===== src/logic/lq_access_pkg.sv =====
// Purpose: shared constants and carriers for the link quality data register block
// Assumes: management requests arrive on sys_clk, one cycle per strobe
// Notes:   bit positions follow the 16-bit data register layout
package lq_access_pkg;
    localparam logic [4:0]  LQ_DATA_OFFSET   = 5'h1E;
    localparam logic [2:0]  LQ_DATA_PAGE     = 3'h2;
    localparam logic [15:0] LQ_DATA_RESET    = 16'h0000;
    localparam int          RSVD_HI          = 15;
    localparam int          RSVD_LO          = 14;
    localparam int          SAMPLE_BIT       = 13;
    localparam int          WRITE_BIT        = 12;
    localparam int          SEL_HI           = 11;
    localparam int          SEL_LO           = 9;
    localparam int          HILO_BIT         = 8;
    localparam int          DATA_HI          = 7;
    localparam int          DATA_LO          = 0;
    localparam int          NUM_PARAMS       = 5;
    localparam int          NUM_THRESHOLDS   = 10;
    localparam logic [7:0]  LOW_THR_RESET    = 8'h00;
    localparam logic [7:0]  HIGH_THR_RESET   = 8'hFF;

    typedef enum logic [2:0] {
        equalizer_coefficient,
        digital_gain_control,
        baseline_wander_correction,
        frequency_offset,
        frequency_control
    } monitored_quantity_t;

    typedef struct packed {
        logic        rd;
        logic        wr;
        logic [2:0]  page;
        logic [4:0]  addr;
        logic [15:0] wdata;
    } mgmt_req_t;

    typedef logic [NUM_PARAMS-1:0][7:0]     param_vec_t;
    typedef logic [NUM_THRESHOLDS-1:0][7:0] thr_vec_t;
endpackage


===== src/logic/link_quality_threshold_access.sv =====
// Purpose: access logic for the link quality data register and its limit checks
// Assumes: request, parameter and status inputs are synchronous to sys_clk
// Notes:   read data is registered; it appears the cycle after the read strobe
//          A read in the same cycle as a write returns the state before it
//          Limit writes are dropped silently, never queued for later
//          Warning flags are sticky; a crossing in the clearing cycle keeps its flag
//          Select codes above four address nothing and sample as zero
// Notes on behaviour
// - Bits 15:14 ignore writes and read back as zero.
// - Setting sample bit captures the selected live parameter into the data field.
// - Write bit stores data field into limit chosen by quantity and low/high.
// - Write bit always reads back as zero.
// - Three-bit quantity select, codes zero to four, five quantities.
// - Same quantity select chooses sampled parameter and addressed limit.
// - Low/high bit picks low or high limit; ten limits in total.
// - With sample bit clear, written data field is the limit value.
// - With sample bit clear, reads return the selected stored limit.
// - With sample bit set, reads return held sample until next sample request.
// - No limit changes while powered down; software programs only when up.
// - Crossing a limit sets its warning flag when monitor enabled with link up at 100, and interrupt when irq enabled.
module link_quality_threshold_access (
    input  wire logic                      sys_clk,
    input  wire logic                      arst_n,
    input  wire lq_access_pkg::mgmt_req_t  req,
    input  wire lq_access_pkg::param_vec_t param_values,
    input  wire logic                      power_down,
    input  wire logic                      monitor_enable,
    input  wire logic                      link_up_100,
    input  wire logic                      warn_clear,
    input  wire logic                      irq_enable,
    output      logic [15:0]               rdata,
    output      logic [9:0]                warn_flags,
    output      logic                      irq
);
    import lq_access_pkg::*;

    // Registered control fields and outputs
    logic                sample_r;
    logic                sample_nxt;
    monitored_quantity_t sel_r;
    monitored_quantity_t sel_nxt;
    logic                hilo_r;
    logic                hilo_nxt;
    logic [7:0]          sample_val_r;
    logic [7:0]          sample_val_nxt;
    logic [15:0]         rdata_r;
    logic [15:0]         rdata_nxt;
    logic [9:0]          warn_r;
    logic [9:0]          warn_nxt;
    logic                irq_r;
    logic                irq_nxt;

    // Request decode, limit addressing and compare results
    logic                hit;
    logic                wr_hit;
    logic                rd_hit;
    logic [2:0]          new_sel;
    logic                sel_ok;
    logic                thr_wr_en;
    logic [3:0]          thr_idx;
    logic [3:0]          rd_idx;
    logic [7:0]          thr_rd;
    thr_vec_t            thr_all;
    logic [9:0]          crossing;
    logic [7:0]          captured;
    logic [15:0]         read_word;

    // One register lives here; any other page or offset is ignored
    always_comb begin
        hit = 1'b0;
        if (req.page != LQ_DATA_PAGE) begin
            hit = 1'b0;
        end else if (req.addr == LQ_DATA_OFFSET) begin
            hit = 1'b1;
        end else begin
            hit = 1'b0;
        end
    end
    assign wr_hit = hit && req.wr;
    assign rd_hit = hit && req.rd;

    // Limit address uses the select fields carried by the same write
    assign new_sel   = req.wdata[SEL_HI:SEL_LO];
    assign sel_ok    = new_sel < 3'(NUM_PARAMS);
    assign thr_idx   = {new_sel, req.wdata[HILO_BIT]};
    assign rd_idx    = {sel_r, hilo_r};

    // Refusals are silent; a dropped strobe is never queued for later
    always_comb begin
        thr_wr_en = 1'b0;
        if (!wr_hit || !req.wdata[WRITE_BIT]) begin
            thr_wr_en = 1'b0;
        end else if (power_down) begin
            thr_wr_en = 1'b0;
        end else if (req.wdata[SAMPLE_BIT]) begin
            // Sampling owns the data field in this write
            thr_wr_en = 1'b0;
        end else if (!sel_ok) begin
            thr_wr_en = 1'b0;
        end else begin
            thr_wr_en = 1'b1;
        end
    end

    // Out-of-range selects capture zero rather than an undefined element
    always_comb begin
        captured = 8'h00;
        if (sel_ok) begin
            captured = param_values[new_sel];
        end
    end

    limit_store u_limit_store (
        .sys_clk (sys_clk),
        .arst_n  (arst_n),
        .wr_en   (thr_wr_en),
        .wr_idx  (thr_idx),
        .wr_data (req.wdata[DATA_HI:DATA_LO]),
        .rd_idx  (rd_idx),
        .rd_data (thr_rd),
        .thr_all (thr_all)
    );

    // Control fields; write bit and reserved bits are never stored
    always_comb begin
        sample_nxt     = sample_r;
        sel_nxt        = sel_r;
        hilo_nxt       = hilo_r;
        sample_val_nxt = sample_val_r;
        if (wr_hit) begin
            sample_nxt = req.wdata[SAMPLE_BIT];
            sel_nxt    = monitored_quantity_t'(new_sel);
            hilo_nxt   = req.wdata[HILO_BIT];
            if (req.wdata[SAMPLE_BIT]) begin
                // Each sample request starts a new read sequence
                sample_val_nxt = captured;
            end
        end
    end

    always_ff @(posedge sys_clk or negedge arst_n) begin
        if (!arst_n) begin
            sample_r     <= LQ_DATA_RESET[SAMPLE_BIT];
            sel_r        <= equalizer_coefficient;
            hilo_r       <= LQ_DATA_RESET[HILO_BIT];
            sample_val_r <= LQ_DATA_RESET[DATA_HI:DATA_LO];
        end else begin
            sample_r     <= sample_nxt;
            sel_r        <= sel_nxt;
            hilo_r       <= hilo_nxt;
            sample_val_r <= sample_val_nxt;
        end
    end

    // Read word assembled every cycle, loaded only on a read hit
    always_comb begin
        read_word                  = 16'h0000;
        read_word[SAMPLE_BIT]      = sample_r;
        read_word[SEL_HI:SEL_LO]   = sel_r;
        read_word[HILO_BIT]        = hilo_r;
        if (sample_r) begin
            read_word[DATA_HI:DATA_LO] = sample_val_r;
        end else begin
            read_word[DATA_HI:DATA_LO] = thr_rd;
        end
    end

    // Read data held until the next read of this register
    always_comb begin
        rdata_nxt = rdata_r;
        if (rd_hit) begin
            rdata_nxt = read_word;
        end
    end

    always_ff @(posedge sys_clk or negedge arst_n) begin
        if (!arst_n) begin
            rdata_r <= LQ_DATA_RESET;
        end else begin
            rdata_r <= rdata_nxt;
        end
    end

    // Strict compares, so a low limit at 00h or a high limit at FFh can never trip
    genvar g;
    generate
        for (g = 0; g < NUM_PARAMS; g++) begin : g_cmp
            logic [7:0] live;
            logic [7:0] low_lim;
            logic [7:0] high_lim;
            assign live            = param_values[g];
            assign low_lim         = thr_all[2*g];
            assign high_lim        = thr_all[2*g+1];
            assign crossing[2*g]   = live < low_lim;
            assign crossing[2*g+1] = live > high_lim;
        end
    endgenerate

    // Set beats clear so a crossing during the clearing read survives
    always_comb begin
        warn_nxt = warn_r & ~{10{warn_clear}};
        if (monitor_enable && link_up_100) begin
            warn_nxt = warn_nxt | crossing;
        end
        irq_nxt = irq_enable && (|warn_nxt);
    end

    always_ff @(posedge sys_clk or negedge arst_n) begin
        if (!arst_n) begin
            warn_r <= 10'h000;
            irq_r  <= 1'b0;
        end else begin
            warn_r <= warn_nxt;
            irq_r  <= irq_nxt;
        end
    end

    assign rdata      = rdata_r;
    assign warn_flags = warn_r;
    assign irq        = irq_r;
endmodule


===== src/logic/limit_store.sv =====
// Purpose: ten 8-bit limit registers, low/high per monitored quantity
// Assumes: index is {quantity, low_high}; bad write indices filtered by caller, bad read indices return zero
// Notes:   even entries are low limits, odd entries high limits
module limit_store (
    input  wire logic                    sys_clk,
    input  wire logic                    arst_n,
    input  wire logic                    wr_en,
    input  wire logic [3:0]              wr_idx,
    input  wire logic [7:0]              wr_data,
    input  wire logic [3:0]              rd_idx,
    output      logic [7:0]              rd_data,
    output      lq_access_pkg::thr_vec_t thr_all
);
    import lq_access_pkg::*;

    thr_vec_t thr_r;
    thr_vec_t thr_nxt;

    always_comb begin
        thr_nxt = thr_r;
        if (wr_en) begin
            thr_nxt[wr_idx] = wr_data;
        end
    end

    // Reset leaves every check disarmed: low at minimum, high at maximum
    genvar g;
    generate
        for (g = 0; g < NUM_THRESHOLDS; g++) begin : g_thr
            always_ff @(posedge sys_clk or negedge arst_n) begin
                if (!arst_n) begin
                    thr_r[g] <= (g % 2 == 0) ? LOW_THR_RESET : HIGH_THR_RESET;
                end else begin
                    thr_r[g] <= thr_nxt[g];
                end
            end
        end
    endgenerate

    assign rd_data = (rd_idx < 4'(NUM_THRESHOLDS)) ? thr_r[rd_idx] : 8'h00;
    assign thr_all = thr_r;
endmodule


===== config.mk =====
export PLATFORM = sky130hd
export DESIGN_NAME = link_quality_threshold_access
export DESIGN_NICKNAME = d
export VERILOG_FILES = /design/src/logic/lq_access_pkg.sv /design/src/logic/link_quality_threshold_access.sv /design/src/logic/limit_store.sv
export SDC_FILE = /design/constraint.sdc
export NUM_CORES = 1
export LEC_CHECK = 0
export BUFFER_PORTS_ARGS = -buffer_cell sky130_fd_sc_hd__buf_2
export CORE_UTILIZATION = 60
export CTS_BUF_LIST = sky130_fd_sc_hd__clkbuf_2
export CTS_CLUSTER_DIAMETER = 80
export DETAILED_ROUTE_END_ITERATION = 16
export PLACE_DENSITY = 0.9
export SLEW_MARGIN = 10
export SYNTH_ARGS = -nofsm -noshare
export SYNTH_HDL_FRONTEND = slang
export SYNTH_SLANG_ARGS = --single-unit

===== constraint.sdc =====
create_clock -name sys_clk -period 2.89 [get_ports sys_clk]
set_input_delay 0.289 -clock sys_clk [delete_from_list [all_inputs] [get_ports sys_clk]]
set_output_delay 0.289 -clock sys_clk [all_outputs]
set_load 0.01 [all_outputs]

# [Word level (Yosys, flattened, before mapping)]
# Cells that the tools add are included.
[totals] register_bits=117 input_bits=73 word_cells=65
[op_classes] n_lt_le_gt_ge=16 eq_ne=2 mux=17 n_bitwise=3 reduce_logical=10
[ops] operator="bitwise mux 80 bit" n=1
[ops] operator="two-way mux 8 bit" n=6
[ops] operator="greater-than comparator 8 bit" n=5
[ops] operator="< comparator 8 bit" n=5
[ops] operator="binary-select mux 8 bit (select 4 bit)" n=1
[ops] operator="demux 8 bit (select 4 bit)" n=1
[ops] operator="binary-select mux 8 bit (select 3 bit)" n=1
[ops] operator="AND 10 bit" n=1
[ops] operator="< comparator 4 x 5 -> 1 bit (second input constant)" n=2
[ops] operator="two-way mux 10 bit" n=1
[ops] operator="inverter 10 bit" n=1
[ops] operator="OR 10 bit" n=1
[ops] operator="OR reduction 10 bit" n=1
[ops] operator="two-way mux 1 bit" n=6
[ops] operator="equality test 5 bit (second input constant)" n=1
[ops] operator="logical AND 1 bit" n=5
[ops] operator=">= comparator 4 x 1 -> 1 bit (second input constant)" n=1
[ops] operator="< comparator 3 x 4 -> 1 bit (second input constant)" n=1
[ops] operator="< comparator 4 bit (second input constant)" n=1
[ops] operator="< comparator 3 bit (second input constant)" n=1
[ops] operator="inequality test 3 x 2 -> 1 bit (second input constant)" n=1
[ops] operator="zero test 1 bit" n=2
[ops] operator="AND reduction 2 bit" n=1
[ops] operator="logical OR 1 bit" n=1

# [Logic depth before layout (Yosys ltp)]
[depth] ltp_word=7 depth_mapped=9 depth_no_buf=8

# [Hierarchy]
# From an unflattened synthesis, not the netlist that was laid out.
[unflattened] cells_unflattened=674 area_unflattened_um2=7503.4
[by_module_without_submodules] module="limit_store" instances=1 cells_each=260 area_per_inst_um2=3848.7 seq_area_each_um2=2052.0
[by_module_without_submodules] module="link_quality_threshold_access" instances=1 cells_each=414 area_per_inst_um2=3654.8 seq_area_each_um2=925.9

# [Worst setup path before layout]
# Ideal clock, no wire load.
[synth_path] kind="register to register" start="reg u_limit_store.thr_r, in the netlist u_limit_store.thr_all[47]" end="reg irq_r, in the netlist irq" arrival_ps=2269 path_slack_ps=492 stages_incl_launch_ff=9 n_path_buf=0 cell_sequence="dfstp_2 inv_1 ha_1 nand4_1 o21ai_0 a21oi_1 a221o_1 or4b_1 o41a_1"
[synth_between] elab_chain_cells=5
[synth_lines] item="from (decl)" line_no="limit_store.sv:16" text="thr_vec_t thr_r;"
[synth_lines] item="from (signal, indexed assignment)" line_no="limit_store.sv:32" text="thr_r[g] <= (g % 2 == 0) ? LOW_THR_RESET : HIGH_THR_RESET;"
[synth_lines] item="from (signal, indexed assignment)" line_no="limit_store.sv:34" text="thr_r[g] <= thr_nxt[g];"
[synth_lines] item="greater-than comparator 8 bit" line_no="link_quality_threshold_access.sv:195" text="assign crossing[2*g+1] = live > high_lim;"
[synth_lines] item="OR 10 bit" line_no="link_quality_threshold_access.sv:203" text="warn_nxt = warn_nxt | crossing;"
[synth_lines] item="two-way mux 10 bit" line_no="link_quality_threshold_access.sv:202" text="if (monitor_enable && link_up_100) begin"
[synth_lines] item="via warn_nxt[5]" line_no="link_quality_threshold_access.sv:49" text="logic [9:0] warn_nxt;"
[synth_lines] item="OR reduction 10 bit" line_no="link_quality_threshold_access.sv:205" text="irq_nxt = irq_enable && (|warn_nxt);"
[synth_lines] item="logical AND 1 bit" line_no="link_quality_threshold_access.sv:205"
[synth_lines] item="via irq_nxt" line_no="link_quality_threshold_access.sv:51" text="logic irq_nxt;"
[synth_lines] item="to (signal assigned)" line_no="link_quality_threshold_access.sv:214" text="irq_r <= irq_nxt;"
[synth_lines] item="to (decl)" line_no="link_quality_threshold_access.sv:50" text="logic irq_r;"
# The timed path passes the listed nets, and every way through them passes these cells.
# A chain may end at the register's enable or synchronous reset.

# [Final worst setup path]
[layout_path] start="reg u_limit_store.thr_r, in the netlist u_limit_store.thr_all[43]" end="reg irq_r, in the netlist irq"
# Same word-level chain as after synthesis.

==> reports/metrics.yaml <==
drtPass1Iterations: 5
cts_root_buf: "clkbuf_2"
fmax_mhz: 368.2
grt_max_degree: 63
internal-power_w: 0.002074
synth_area_per_cell_um2: 10.59
grt_first_pass_wirelength_um: 29970
p_sw_share_pct: 29.52
yosysTopAreaCell: "dfrtp_1"
worstPathRequired_ns: 3.46
rr_worst_depth: 8
diodes: 0
cts_tree: "yes"
synth_mux_area_share_pct: 19.03
die_area_um2: 12790
synth_simple_gate_area_share_pct: 10.75
setup_violations: 0
synth_top_family_by_area: "multiplexers"
synth_edf_count: 0
antenna_found_initial: 0
io-pin-count: 100
routed-via-count: 5920
p_leak_nw: 3.892
dr.first_iter.drc_count: 496
worstSetupStartpointType: "flop"
yosys_most_used_dff: "dfrtp_1"
overflow: 0
async_flop_share_pct: 100.0
ant_nets: 0
yosysSeqAreaShare_pct: 40.22
first_global_vias: 6000
ys_seq_elements: 117
die_w_um: 113.1
htreeDepth: 4
holdPathStages: 3
place.port_buffers: 94
setup_tns_ns: 0
power.switching_w: 0.0008687
area_growth_pct: 13.50
cts_made_buffers: 17
period_minus_slack_ns: 2.716
routed_wl_um: 18870
routabilityCongestion: 0.8981
yosysWarnings: 0
syn_inst: 699
worstPathMaxFanout: 3
worst_slew_pin_slew_ns: 0.8087
cts.path.max_buffers: 2
rows: 40
drc: 0
synth_area_um2: 7405
p_per_area_nw_per_um2: 350.1
synth_top_area_share_pct: 26.02
cap_violations: 0
synthXorXnorAreaFrac_pct: 0
seqPwrFrac_pct: 57.3
clock_latency_ns: 0.69
synthAdderAreaFrac_pct: 12.67
crit_type: "reg -> reg"
start_util_pct: 61.65
worst_setup_path_end_kind: "flop"
ys_top_cells_by_area: "dfrtp_1, dfstp_2, ha_1, mux2_2, mux4_2"
status: "finished, final reports clean"
rsz0062_at_grt: "false"
dp_cells: 917
drv_slew: 0
skew_ns: 0.02204
gr-usage-all-layers_pct: 31.47
post-dp-hpwl_um: 14810
wire_per_inst_um: 19.41
via_per_inst: 6.091
finalNonFillerCells: 972
ys_types: 51
synth_compound_area_share_pct: 11.20
clkSinkCount: 117
critPathArrivalTime_ns: 3.29
chipHeight_um: 113.1
ir_drop_mv: 0.2203
post_cts_buffers: 0
combPwrFrac_pct: 15.7
clk_pin_slew_ns: 0.16
relSlewSlack_pct: 46.09
clkPwrFrac_pct: 27.0
finalCritPeriodShare_pct: 93.97
final_hold_viol_count: 0
drive_gt1_share_pct: 33.70
hold_path.class: "in -> reg"
core_area_um2: 12010
nets: 961
regToRegSetupSlack_ns: 0.17
==> worst max-delay path, stage by stage, from the launching register on <==
cell	delay [ns]
dfstp_2	0.56
inv_1	0.04
ha_1	0.31
nand4_1	0.16
o21ai_0	0.23
a21oi_1	0.08
a221o_1	0.28
or4b_1	0.57
o41a_1	0.38
==> logic make-up after synthesis <==
family                   Yosys count
other                              1
AND/OR/NAND/NOR                  163
buffers and inverters            115
AO/OA/AOI/OAI                    126
flip-flops                       117
adder cells (fa/ha/maj)           75
multiplexers                     102
==> sequential cells by signal (all words and copies together), names as in the netlist <==
name,cells
hilo_r,1
irq,1
rdata,13
sample_r,1
sample_val_r,8
sel_r,3
u_limit_store.thr_all,80
warn_flags,10
==> synth_stat cells (all sizes together), types with 2 or more instances <==
master,count
a211oi,7
nand3,7
nor2b,10
mux4,24
or4,2
nor4,3
ha,75
nor4b,2
nand4,11
buf,13
mux2,70
a21o,4
nor3b,3
a2111oi,4
o211ai,10
mux2i,8
clkbuf,21
inv,81
dfrtp,77
nand2,75
nand2b,7
a211o,2
a22oi,9
a31o,8
and2,2
nor3,3
nor2,32
dfstp,40
o21ai,45
a221o,9
a21oi,22
==> stage by stage <==
stage | util [%] | hold slack, ns | cell area [µm²] | power, W | setup slack (ns)
6_report | 69.97 | 0.03399 | 8404 | 0.002943 | 0.1743
3_3_place_gp | 66.73 | 0.4225 | 8015 | 0.002124 | 0.3472
3_5_place_dp | 66.73 | 0.4255 | 8015 | 0.002141 | 0.2440
5_1_grt | 69.97 | 0.01172 | 8404 | 0.003083 | 0.08696
4_1_cts | 69.97 | 0.01172 | 8404 | 0.002945 | 0.2215
2_1_floorplan | - | -0.006591 | 7412 | 0.001935 | 0.4915
==> metal layers <==
layer | track usage, % | wire, µm
met1 | 39.58 | 7594
met2 | 52.76 | 9325
met3 | 7.124 | 1467
met4 | 12.89 | 478
met5 | 0 | 0
==> what timing repair did <==
action | CTS | global route
hold endpoints to repair | 129 | 0
resized for setup | 0 | 0
hold buffers | 24 | 0
==> power by group through the flow <==
stage / logic (W) / clock network [W] / registers [W]
after floorplan: 0.000227 / 0 / 0.00171
after global placement: 0.000411 / 0 / 0.00171
after detailed placement: 0.000428 / 0 / 0.00171
after CTS: 0.000454 / 0.000805 / 0.00169
after global routing: 0.000505 / 0.000888 / 0.00169
final: 0.000462 / 0.000793 / 0.00169
==> placed cells by master (no fill, tap or decap), types with 10 or more instances in the layout <==
| cell | count |
|---|---|
| a21oi_1 | 22 |
| buf_2 | 93 |
| clkbuf_2 | 22 |
| dfrtp_1 | 77 |
| dfstp_2 | 40 |
| dlygate4sd3_1 | 24 |
| ha_1 | 75 |
| inv_1 | 81 |
| mux2_2 | 70 |
| mux4_2 | 24 |
| nand2_1 | 74 |
| nand4_1 | 11 |
| nor2_1 | 30 |
| nor2b_1 | 10 |
| o211ai_1 | 10 |
| o21ai_0 | 45 |
==> final timing paths <==
path / end / from
hold reg to reg: sample_val_r[1] / sample_val_r[1]
setup / recovery: irq / u_limit_store.thr_all[43]
min in group asynchronous: warn_flags[9] / arst_n
hold / removal: sample_r / req[13]
setup reg to reg: irq / u_limit_store.thr_all[43]
max in group asynchronous: u_limit_store.thr_all[63] / arst_n
==> layout make-up <==
| cell class | instances | area [µm²] |
|---|---|---|
| multi-input combinational | 469 | 3996 |
| fill | 919 | 3607 |
| sequential | 117 | 2978 |
| timing repair buffer | 127 | 793.3 |
| inverter | 81 | 304.0 |
| tap | 147 | 183.9 |
| clock buffer | 22 | 110.1 |
| clock inverter | 9 | 38.79 |
Note: power is estimated with default switching activity, not from simulation.
